## src/clkgen_consts.svh

```systemverilog
`ifndef CLKGEN_CONSTS_SVH
`define CLKGEN_CONSTS_SVH

// Bus addresses, write and read form
`define CLKGEN_ADDR_WRITE 8'hD2
`define CLKGEN_ADDR_READ 8'hD3

// Register indices
`define CLKGEN_IDX_PLL_DIV 8'h00
`define CLKGEN_IDX_SPREAD 8'h01
`define CLKGEN_IDX_BUF_EN 8'h02
`define CLKGEN_IDX_OUT_CTL 8'h03
`define CLKGEN_IDX_MULT_HI 8'h04
`define CLKGEN_NUM_REGS 5

// Reset values
`define CLKGEN_RST_PLL_DIV 8'hEF
`define CLKGEN_RST_SPREAD 8'hC0
`define CLKGEN_RST_BUF_EN 8'hFF
`define CLKGEN_RST_OUT_CTL 8'h30
`define CLKGEN_RST_MULT_HI 8'hFE

// Writable bit masks, reserved bits stay at reset value
`define CLKGEN_WMASK_PLL_DIV 8'hEF
`define CLKGEN_WMASK_SPREAD 8'hF8
`define CLKGEN_WMASK_BUF_EN 8'hFF
`define CLKGEN_WMASK_OUT_CTL 8'h3F
`define CLKGEN_WMASK_MULT_HI 8'h01

// Field positions, register 0
`define CLKGEN_B_CPU_PLL 7
`define CLKGEN_B_DOT_PLL 6
`define CLKGEN_B_LCD_PLL 5
`define CLKGEN_B_CPU_DIV 3
`define CLKGEN_B_SRC_DIV 2
`define CLKGEN_B_LCD_DIV 1
`define CLKGEN_B_DOT_DIV 0
// Register 1
`define CLKGEN_B_CPU_SS 7
`define CLKGEN_B_LCD_SS 6
`define CLKGEN_B_SS_CODE_HI 5
`define CLKGEN_B_SS_CODE_LO 3
// Register 3
`define CLKGEN_B_REF_EN 5
`define CLKGEN_B_SLEW_HI 4
`define CLKGEN_B_SLEW_LO 3
// Register 4
`define CLKGEN_B_MULT8 0
// Register 2: CPU buffer enables start at bit 7 and go down
`define CLKGEN_B_CPU0_BUF 7

// Byte count returned ahead of read data
`define CLKGEN_READ_COUNT 8'h05

// CPU clock programming: Fcpu = 4 MHz x N / P
`define CLKGEN_FREF_MHZ 4
`define CLKGEN_N_DEFAULT 9'h064
`define CLKGEN_N_166 9'h07D

`endif

```

## src/clkgen_pkg.sv

```systemverilog
`default_nettype none
package clkgen_pkg;

    // Serial engine states, one-hot
    typedef enum logic [5:0] {
        CLKGEN_IDLE = 6'h01,
        CLKGEN_RX = 6'h02,
        CLKGEN_RX_ACK = 6'h04,
        CLKGEN_TX = 6'h08,
        CLKGEN_TX_ACK = 6'h10,
        CLKGEN_WAIT = 6'h20
    } clkgen_state_t;

    // Which byte of the frame is being received
    typedef enum logic [1:0] {
        CLKGEN_PH_ADDR = 2'h0,
        CLKGEN_PH_INDEX = 2'h1,
        CLKGEN_PH_COUNT = 2'h2,
        CLKGEN_PH_DATA = 2'h3
    } clkgen_phase_t;

    // LCD spread codes
    typedef enum logic [2:0] {
        CLKGEN_SS_DN_0P5 = 3'h0,
        CLKGEN_SS_DN_1P0 = 3'h1,
        CLKGEN_SS_DN_2P0 = 3'h2,
        CLKGEN_SS_DN_2P5 = 3'h3,
        CLKGEN_SS_CT_0P25 = 3'h4,
        CLKGEN_SS_CT_0P5 = 3'h5,
        CLKGEN_SS_CT_1P0 = 3'h6,
        CLKGEN_SS_CT_1P25 = 3'h7
    } clkgen_spread_code_t;

    // Synchroniser state
    typedef struct packed {
        logic [3:0] meta;
        logic [3:0] sync;
    } clkgen_sync_t;

    // Whole state of the control bank
    typedef struct packed {
        clkgen_state_t state;
        clkgen_phase_t phase;
        logic [4:0][7:0] regs;
        logic [7:0] shreg;
        logic [3:0] bit_cnt;
        logic [7:0] index;
        logic [7:0] remain;
        logic first_tx;
        logic host_ack;
        logic scl_prev;
        logic sda_prev;
        logic sda_out;
        logic sda_oe;
        logic [2:0] cpu_run;
        logic [2:0] cpu_park;
        logic ref_run;
    } clkgen_bank_t;

endpackage
`default_nettype wire

```

## src/clkgen_ctrl_bank.sv

```systemverilog
// Functional notes
// - Write frame opens with start and address D2, which the bank acknowledges.
// - After address, index byte then count byte, each acknowledged.
// - Count data bytes fill registers upward from index, each acknowledged, stop ends.
// - Read: write index, repeated start, address D3 acknowledged.
// - After read address, send byte count first, then registers from index up.
// - Register 0 bit 7 turns the CPU/SRC PLL on; resets to one.
// - Bits 6 and 5 turn DOT and LCD PLLs on; reset one; bit 4 reserved.
// - Bits 3 and 2 are CPU/SRC divider enables, cleared when bit 7 written zero.
// - Bit 1 LCD divider clears with bit 5; bit 0 DOT divider clears with bit 6.
// - Register 1 bit 7 enables fixed down-spread on CPU/SRC PLL; resets on.
// - Bit 6 enables LCD spread, bits 5..3 pick setting, bits 2..0 reserved.
// - Spread code: 0..3 down-spread amounts, 4..7 centre-spread amounts.
// - Register 2 bits enable the eight differential output buffers; reset one.
// - Register 3 bit 5 enables the reference buffer; bits 7 and 6 reserved.
// - Bits 4..3 set reference edge rate; reset value is fast.
// - Bits 2..0 make CPU outputs 0..2 stoppable; reset to free-running.
// - Stoppable enabled CPU pair parks true high, complement low on stop.
// - Reference runs only when enabled and not powered down, else low.
// - Register 4 bit 0 holds CPU multiplier bit 8; other bits reserved.
// - CPU clock is four MHz times N over P.
`default_nettype none
`include "clkgen_consts.svh"
module clkgen_ctrl_bank
    import clkgen_pkg::*;
(
    input wire logic core_clk, // System clock
    input wire logic reset_n, // Async reset, low
    input wire logic scl_in, // Serial clock pin
    input wire logic sda_in, // Serial data pin level
    output logic sda_out, // Serial data drive value
    output logic sda_oe, // Serial data drive enable
    input wire logic cpu_stop_request_n, // CPU stop pin, low
    input wire logic power_down, // Power-down pin, high
    output logic cpu_src_pll_on, // CPU/SRC PLL enable
    output logic video_dot_pll_on, // DOT PLL enable
    output logic panel_pll_on, // LCD PLL enable
    output logic cpu_div_on, // CPU divider enable
    output logic src_div_on, // SRC divider enable
    output logic panel_div_on, // LCD divider enable
    output logic dot_div_on, // DOT divider enable
    output logic cpu_src_spread_on, // CPU/SRC spread enable
    output logic panel_spread_on, // LCD spread enable
    output logic [2:0] panel_spread_code, // LCD spread setting
    output logic [7:0] buffer_on, // Output buffer enables
    output logic ref_on, // Reference buffer enable
    output logic [1:0] ref_slew, // Reference edge rate
    output logic cpu_out0_stoppable, // CPU0 stoppable
    output logic cpu_out1_stoppable, // CPU1 stoppable
    output logic cpu_out2_stoppable, // CPU2 stoppable
    output logic cpu_multiplier_bit8, // CPU multiplier bit 8
    output logic [2:0] cpu_out_run, // CPU pair running
    output logic [2:0] cpu_out_park, // CPU pair parked high
    output logic ref_run // Reference running
);

    clkgen_bank_t q;
    clkgen_bank_t d;

    logic [3:0] pins;
    logic scl_s;
    logic sda_s;
    logic stop_n_s;
    logic pd_s;
    logic scl_rise;
    logic scl_fall;
    logic start_seen;
    logic stop_seen;
    logic [7:0] rd_byte;

    // Pin synchronisers
    clkgen_sync u_sync (
        .core_clk(core_clk),
        .reset_n(reset_n),
        .async_in({power_down, cpu_stop_request_n, sda_in, scl_in}),
        .sync_out(pins)
    );

    assign scl_s = pins[0];
    assign sda_s = pins[1];
    assign stop_n_s = pins[2];
    assign pd_s = pins[3];

    // Bus events from synchronised levels
    assign scl_rise = scl_s & ~q.scl_prev;
    assign scl_fall = ~scl_s & q.scl_prev;
    assign start_seen = scl_s & q.scl_prev & q.sda_prev & ~sda_s;
    assign stop_seen = scl_s & q.scl_prev & ~q.sda_prev & sda_s;

    // Register read, unmapped indices return zero
    assign rd_byte = (q.index < 8'(`CLKGEN_NUM_REGS)) ? q.regs[q.index[2:0]] : 8'h00;

    // Merge written byte with reserved bits and apply divider auto-clear
    function automatic logic [7:0] wr_merge(input logic [2:0] idx, input logic [7:0] wd,
                                            input logic [7:0] old);
        logic [7:0] m;
        logic [7:0] r;
        m = 8'h00;
        r = wd;
        case (idx)
            3'h0: begin
                m = `CLKGEN_WMASK_PLL_DIV;
                if (!wd[`CLKGEN_B_CPU_PLL]) begin
                    r[`CLKGEN_B_CPU_DIV] = 1'b0;
                    r[`CLKGEN_B_SRC_DIV] = 1'b0;
                end
                if (!wd[`CLKGEN_B_LCD_PLL]) begin
                    r[`CLKGEN_B_LCD_DIV] = 1'b0;
                end
                if (!wd[`CLKGEN_B_DOT_PLL]) begin
                    r[`CLKGEN_B_DOT_DIV] = 1'b0;
                end
            end
            3'h1: begin
                m = `CLKGEN_WMASK_SPREAD;
            end
            3'h2: begin
                m = `CLKGEN_WMASK_BUF_EN;
            end
            3'h3: begin
                m = `CLKGEN_WMASK_OUT_CTL;
            end
            3'h4: begin
                m = `CLKGEN_WMASK_MULT_HI;
            end
            default: begin
                m = 8'h00;
            end
        endcase
        // Reserved bits keep their reset value
        wr_merge = (r & m) | (old & ~m);
    endfunction

    // Serial engine, register bank and output gating
    always_comb begin
        d = q;
        d.scl_prev = scl_s;
        d.sda_prev = sda_s;
        d.sda_out = 1'b0;

        case (q.state)
            CLKGEN_IDLE: begin
                d.sda_oe = 1'b0;
            end

            // Shift in eight bits, then answer on the falling edge
            CLKGEN_RX: begin
                if (scl_rise && q.bit_cnt != 4'h8) begin
                    d.shreg = {q.shreg[6:0], sda_s};
                    d.bit_cnt = q.bit_cnt + 4'h1;
                end
                if (scl_fall && q.bit_cnt == 4'h8) begin
                    d.bit_cnt = 4'h0;
                    d.state = CLKGEN_RX_ACK;
                    d.sda_oe = 1'b1;
                    case (q.phase)
                        CLKGEN_PH_ADDR: begin
                            if (q.shreg == `CLKGEN_ADDR_WRITE) begin
                                d.phase = CLKGEN_PH_INDEX;
                            end else if (q.shreg == `CLKGEN_ADDR_READ) begin
                                d.first_tx = 1'b1;
                            end else begin
                                d.sda_oe = 1'b0;
                                d.state = CLKGEN_WAIT;
                            end
                        end
                        CLKGEN_PH_INDEX: begin
                            d.index = q.shreg;
                            d.phase = CLKGEN_PH_COUNT;
                        end
                        CLKGEN_PH_COUNT: begin
                            d.remain = q.shreg;
                            d.phase = CLKGEN_PH_DATA;
                        end
                        CLKGEN_PH_DATA: begin
                            // Bytes past the count are acknowledged and dropped
                            if (q.remain != 8'h00) begin
                                d.remain = q.remain - 8'h01;
                                d.index = q.index + 8'h01;
                                if (q.index < 8'(`CLKGEN_NUM_REGS)) begin
                                    d.regs[q.index[2:0]] = wr_merge(q.index[2:0], q.shreg,
                                                                    q.regs[q.index[2:0]]);
                                end
                            end
                        end
                        default: begin
                            d.state = CLKGEN_WAIT;
                        end
                    endcase
                end
            end

            // Hold the acknowledge low for one clock pulse
            CLKGEN_RX_ACK: begin
                if (scl_fall) begin
                    if (q.first_tx) begin
                        d.first_tx = 1'b0;
                        d.shreg = `CLKGEN_READ_COUNT;
                        d.sda_oe = ~d.shreg[7];
                        d.bit_cnt = 4'h0;
                        d.state = CLKGEN_TX;
                    end else begin
                        d.sda_oe = 1'b0;
                        d.state = CLKGEN_RX;
                    end
                end
            end

            // Drive one bit per falling edge, msb first
            CLKGEN_TX: begin
                if (scl_fall) begin
                    if (q.bit_cnt == 4'h7) begin
                        d.sda_oe = 1'b0;
                        d.state = CLKGEN_TX_ACK;
                    end else begin
                        d.shreg = {q.shreg[6:0], 1'b0};
                        d.sda_oe = ~q.shreg[6];
                        d.bit_cnt = q.bit_cnt + 4'h1;
                    end
                end
            end

            // Host answer: ack asks for the next byte, nack ends the read
            CLKGEN_TX_ACK: begin
                if (scl_rise) begin
                    d.host_ack = ~sda_s;
                end
                if (scl_fall) begin
                    if (q.host_ack) begin
                        d.shreg = rd_byte;
                        d.sda_oe = ~rd_byte[7];
                        d.index = q.index + 8'h01;
                        d.bit_cnt = 4'h0;
                        d.state = CLKGEN_TX;
                    end else begin
                        d.state = CLKGEN_WAIT;
                    end
                end
            end

            // Not addressed or finished: stay off the bus
            CLKGEN_WAIT: begin
                d.sda_oe = 1'b0;
            end

            default: begin
                d.sda_oe = 1'b0;
                d.state = CLKGEN_IDLE;
            end
        endcase

        // Start or repeated start always reopens address reception
        if (start_seen) begin
            d.state = CLKGEN_RX;
            d.phase = CLKGEN_PH_ADDR;
            d.bit_cnt = 4'h0;
            d.first_tx = 1'b0;
            d.sda_oe = 1'b0;
        end else if (stop_seen) begin
            d.state = CLKGEN_IDLE;
            d.sda_oe = 1'b0;
        end

        // Per CPU pair: off, parked or running
        for (int i = 0; i < 3; i++) begin
            d.cpu_run[i] = 1'b0;
            d.cpu_park[i] = 1'b0;
            if (!pd_s && q.regs[2][`CLKGEN_B_CPU0_BUF - i]) begin
                if (q.regs[3][2 - i] && !stop_n_s) begin
                    d.cpu_park[i] = 1'b1;
                end else begin
                    d.cpu_run[i] = 1'b1;
                end
            end
        end

        // Reference runs only when enabled and powered
        d.ref_run = ~pd_s & q.regs[3][`CLKGEN_B_REF_EN];
    end

    // State register
    always_ff @(posedge core_clk or negedge reset_n) begin
        if (!reset_n) begin
            q.state <= CLKGEN_IDLE;
            q.phase <= CLKGEN_PH_ADDR;
            q.regs[0] <= `CLKGEN_RST_PLL_DIV;
            q.regs[1] <= `CLKGEN_RST_SPREAD;
            q.regs[2] <= `CLKGEN_RST_BUF_EN;
            q.regs[3] <= `CLKGEN_RST_OUT_CTL;
            q.regs[4] <= `CLKGEN_RST_MULT_HI;
            q.shreg <= 8'h00;
            q.bit_cnt <= 4'h0;
            q.index <= 8'h00;
            q.remain <= 8'h00;
            q.first_tx <= 1'b0;
            q.host_ack <= 1'b0;
            q.scl_prev <= 1'b1;
            q.sda_prev <= 1'b1;
            q.sda_out <= 1'b0;
            q.sda_oe <= 1'b0;
            q.cpu_run <= 3'h0;
            q.cpu_park <= 3'h0;
            q.ref_run <= 1'b0;
        end else begin
            q <= d;
        end
    end

    // Serial pin drive
    assign sda_out = q.sda_out;
    assign sda_oe = q.sda_oe;

    // PLL and divider enables
    assign cpu_src_pll_on = q.regs[0][`CLKGEN_B_CPU_PLL];
    assign video_dot_pll_on = q.regs[0][`CLKGEN_B_DOT_PLL];
    assign panel_pll_on = q.regs[0][`CLKGEN_B_LCD_PLL];
    assign cpu_div_on = q.regs[0][`CLKGEN_B_CPU_DIV];
    assign src_div_on = q.regs[0][`CLKGEN_B_SRC_DIV];
    assign panel_div_on = q.regs[0][`CLKGEN_B_LCD_DIV];
    assign dot_div_on = q.regs[0][`CLKGEN_B_DOT_DIV];

    // Spread controls; code values follow clkgen_spread_code_t
    assign cpu_src_spread_on = q.regs[1][`CLKGEN_B_CPU_SS];
    assign panel_spread_on = q.regs[1][`CLKGEN_B_LCD_SS];
    assign panel_spread_code =
        q.regs[1][`CLKGEN_B_SS_CODE_HI:`CLKGEN_B_SS_CODE_LO];

    // Buffers and reference control
    assign buffer_on = q.regs[2];
    assign ref_on = q.regs[3][`CLKGEN_B_REF_EN];
    assign ref_slew = q.regs[3][`CLKGEN_B_SLEW_HI:`CLKGEN_B_SLEW_LO];
    assign cpu_out0_stoppable = q.regs[3][2];
    assign cpu_out1_stoppable = q.regs[3][1];
    assign cpu_out2_stoppable = q.regs[3][0];

    // Top multiplier bit; Fcpu = CLKGEN_FREF_MHZ x N / P downstream
    assign cpu_multiplier_bit8 = q.regs[4][`CLKGEN_B_MULT8];

    // Gated output states
    assign cpu_out_run = q.cpu_run;
    assign cpu_out_park = q.cpu_park;
    assign ref_run = q.ref_run;

endmodule // clkgen_ctrl_bank
`default_nettype wire

```

## src/clkgen_sync.sv

```systemverilog
`default_nettype none
module clkgen_sync
    import clkgen_pkg::*;
(
    input wire logic core_clk, // System clock
    input wire logic reset_n, // Async reset
    input wire logic [3:0] async_in, // Pin levels
    output logic [3:0] sync_out // Synchronised levels
);

    clkgen_sync_t s_q;
    clkgen_sync_t s_d;

    // Two stages per bit, first stage feeds only the second
    always_comb begin
        s_d = s_q;
        for (int i = 0; i < 4; i++) begin
            s_d.meta[i] = async_in[i];
            s_d.sync[i] = s_q.meta[i];
        end
    end

    // Idle level of every input but power_down is high; all stages reset high
    always_ff @(posedge core_clk or negedge reset_n) begin
        if (!reset_n) begin
            s_q <= '{meta: 4'hF, sync: 4'hF};
        end else begin
            s_q <= s_d;
        end
    end

    assign sync_out = s_q.sync;

endmodule // clkgen_sync
`default_nettype wire

```

## config.mk

```make
export PLATFORM = sky130hd
export DESIGN_NAME = clkgen_ctrl_bank
export DESIGN_NICKNAME = d
export VERILOG_FILES = /design/src/clkgen_pkg.sv /design/src/clkgen_ctrl_bank.sv /design/src/clkgen_sync.sv
export VERILOG_INCLUDE_DIRS = /design/src
export SDC_FILE = /design/constraint.sdc
export NUM_CORES = 1
export LEC_CHECK = 0
export BUFFER_PORTS_ARGS = -buffer_cell sky130_fd_sc_hd__buf_2
export CAP_MARGIN = 30
export CORE_ASPECT_RATIO = 1.2
export CORE_MARGIN = 8
export CORE_UTILIZATION = 38
export DETAILED_ROUTE_END_ITERATION = 7
export PLACE_DENSITY_LB_ADDON = 0.15
export SYNTH_ARGS = -nofsm -noshare
export SYNTH_HDL_FRONTEND = slang
export SYNTH_SLANG_ARGS = --single-unit
```

## constraint.sdc

```tcl
create_clock -name core_clk -period 5.4 [get_ports core_clk]
set_input_delay 0.27 -clock core_clk [delete_from_list [all_inputs] [get_ports core_clk]]
set_output_delay 0.27 -clock core_clk [all_outputs]
set_load 0.05 [all_outputs]
```

==> results.toml <==
[sta]
setup_viol = 0
worst_pin_slew_ns = 0.938
drv_slew = 0
fmax_mhz = 346
timing.final.crit_share = 0.536
setup_tns_ns = 0
whs_ns = 0.0168
fin_ws_ns = 2.51
relSlewSlack = 0.370
rsz0062_at_grt = "false"
finalHoldViolCount = 0
post-route-min-period_ns = 2.89
skew_ns = 0.00752

[global_route]
grt_pass1_vias = 4325
grt_pass1_wl_mm = 23.7
grt_use_met3 = 0.0251
grt_max_degree = 73
grt.busiest_layer = "met2"
grt_usage = 0.159
antenna_found_initial = 0
grt_util_met1 = 0.187
met2_usage = 0.278
grt-ovfl-total = 0

[power_and_ir_drop]
swShare = 0.238
total_leakage_power_uw = 0.00260
power.density_nw_per_um2 = 248
combPwrFrac = 0.051
internal-power_uw = 1150
irDropWorstVdd_mv = 0.120
p_clk_frac = 0.451
p_seq_frac = 0.498
switchingPower_uw = 361

[synthesis]
ys.flop_type = "dfrtp_1"
synth-async-reset-ratio = 1.00
synthMuxAreaShare = 0.152
synth_cell_types = 72
synth-compound-area-share = 0.144
yosys.area_share.simple = 0.168
synth_fa_ha_area_frac = 0.0294
syn_area_um2 = 5530
synth_seq_cells = 96
synth_fp_nets = 539
syn_inst = 520
synth.avg_cell_area_um2 = 10.6
synth_top_family_by_area = "simple AND/OR/NAND/NOR gates"
yosys_warnings = 0
seq_area_frac_synth = 0.443
synth_edf_count = 0
synth-xor-area-share = 0.00475

[min_path]
min_from = "cpu_stop_request_n"
hold_class = "primary input to flip-flop"

[cells_and_area]
layout-drive-gt1-share = 0.311
final_core_util = 0.427
final_nets = 554
insertedDiodeCount = 0
syn_to_final_growth_pct = 10.3

[cts]
cts_made_buffers = 9
cts_setup_buffers = 0
clk_pin_slew_ns = 0.07
clock-sinks = 96
clkLatencyLatePin_ns = 0.35
cts_root_buf = "clkbuf_16"
cts_tree = "yes"
ctsHtreeMaxLevel = 3
ctsLongestPathBuffers = 2

[detailed_routing]
drtIter0Drc = 342
ant_nets = 0
drt_pass1_iterations = 5
wire_per_inst_um = 20.5
drt_wl_total_mm = 14.6
routed_via_density = 5.95
drc_errors = 0
via_count = 4252

[setup_path]
worst_path_max_delay_cell = "nor4_4"
critPathRequiredTime_ns = 5.64
cp_top_family = "simple AND/OR/NAND/NOR gates"
crit_arrival_ns = 3.13
worstPathCellList = "nor2b_1 > nand4_2 > or2_4 > nor4_4 > mux2_2"
crit_start = "q[10]"
crit_path_end_kind = "flip-flop"
critPathMaxStageDelay_ns = 0.71
critical_path_class = "flip-flop to flip-flop"
cp-start-kind = "flip-flop"
cp_max_fo = 8
r2r-start = "q[10]"
crit_buf_inv = 0
reg2reg_slack_ns = 2.51

[floorplan]
num_rows = 48
die_width_um = 126
fp.dieArea_um2 = 18700
die_h_um = 148
coreArea_um2 = 14300
io_pins = 42
initial_core_util = 0.387

[run]
drv_cap = 0

[status]
outcome = "complete, no violations"

[placed_design]
gp_congestion = 0.865
post-place-ws_ns = 2.53
dp_hpwl_mm = 10.4
port_buffers = 40
[cell usage after synthesis, drive strengths merged (3+ instances only)]
| library cell | n | area share |
|---|---|---|
| a211oi | 3 | 0.0041 |
| a21o | 3 | 0.0041 |
| a21oi | 12 | 0.011 |
| a22o | 3 | 0.0047 |
| a31oi | 3 | 0.0034 |
| a32oi | 4 | 0.0063 |
| and2 | 3 | 0.0036 |
| and3 | 11 | 0.012 |
| and4 | 5 | 0.0079 |
| buf | 23 | 0.031 |
| clkbuf | 20 | 0.014 |
| dfrtp | 59 | 0.27 |
| dfstp | 37 | 0.18 |
| ha | 13 | 0.029 |
| inv | 22 | 0.015 |
| mux2 | 55 | 0.11 |
| mux2i | 22 | 0.040 |
| nand2 | 24 | 0.016 |
| nand2b | 9 | 0.010 |
| nand3 | 9 | 0.0081 |
| nand3b | 5 | 0.0068 |
| nand4 | 5 | 0.0068 |
| nor2 | 28 | 0.022 |
| nor2b | 6 | 0.0068 |
| nor3 | 20 | 0.019 |
| nor3b | 5 | 0.0068 |
| nor4 | 5 | 0.011 |
| o211ai | 3 | 0.0041 |
| o21a | 3 | 0.0041 |
| o21ai | 26 | 0.024 |
| o221ai | 4 | 0.0063 |
| o22ai | 10 | 0.011 |
| o2bb2ai | 7 | 0.011 |
| o31ai | 5 | 0.0068 |
| o32ai | 6 | 0.0095 |
| or2 | 3 | 0.0038 |
| or3 | 6 | 0.0077 |
| xnor2 | 3 | 0.0047 |
[per-layer routing]
metal	vias up	share of wire
met2	130	0.50
met3	35	0.039
li1	1953	-
met4	0	0.029
met5	-	0
met1	2134	0.43
[repair_timing]
action | 4_1_cts | 5_1_grt
hold buffers | 3 | 0
resized for setup | 0 | 0
hold endpoints to repair | 16 | 0
[final cells by class]
type                            count  area, um2
Sequential cell                    96       2450
Clock buffer                       11        253
Timing Repair Buffer               47        283
Clock inverter                      5       61.3
Multi-Input combinational cell    359       2760
Tap cell                          175        219
Fill cell                        1382       8190
Inverter                           22       82.6
[worst paths after layout]
kind / end / cells after the start
min in group asynchronous: async pin / 2
worst min register to register: u_sync.sync_out[0] / 0
worst max register to register: flip-flop / 5
max in group asynchronous: q[10] / 4
worst max-delay path: flip-flop / 5
worst min-delay path: u_sync.s_d[2] / 1
[worst reg2reg max path: stages (launching register included)]
cell,delay [ns]
dfstp_2,0.59
nor2b_1,0.46
nand4_2,0.26
or2_4,0.36
nor4_4,0.71
mux2_2,0.41
[cells by family after synthesis]
kind of cell,after synthesis
buffers and inverters,65
muxes,77
AOI/OAI and AO/OA,110
and+or+nand+nor,155
xor gates and xnor gates,3
other,1
DFF,96
adders and majority gates,13
[placed cells by master, fill, tap and decap left out, drive strengths merged, types with 13 or more instances in the layout]
| master | count |
|---|---|
| ha | 13 |
| inv | 25 |
| dfstp | 37 |
| nand2 | 24 |
| mux2 | 55 |
| o21ai | 26 |
| mux2i | 22 |
| dfrtp | 59 |
| buf | 44 |
| nor3 | 20 |
| nor2 | 28 |
[power by group through the flow]
stage / combinational, uW / clock, uW / sequential (uW)
after floorplan: 45.2 / 0 / 760
after global placement: 72.5 / 0 / 766
after detailed placement: 73.1 / 0 / 767
after CTS: 74.9 / 704 / 754
after global routing: 86.7 / 723 / 756
final: 76.8 / 684 / 755
[stage by stage]
stage | power [uW] | std cells | area (um2)
final | 1520 | 715 | 6100
after global routing | 1570 | 715 | 6100
after CTS | 1530 | 713 | 6070
after detailed placement | 840 | 694 | 5720
after global placement | 839 | 694 | 5720
after floorplan | 805 | 520 | 5530
Note: power is estimated with default switching activity, not from simulation.
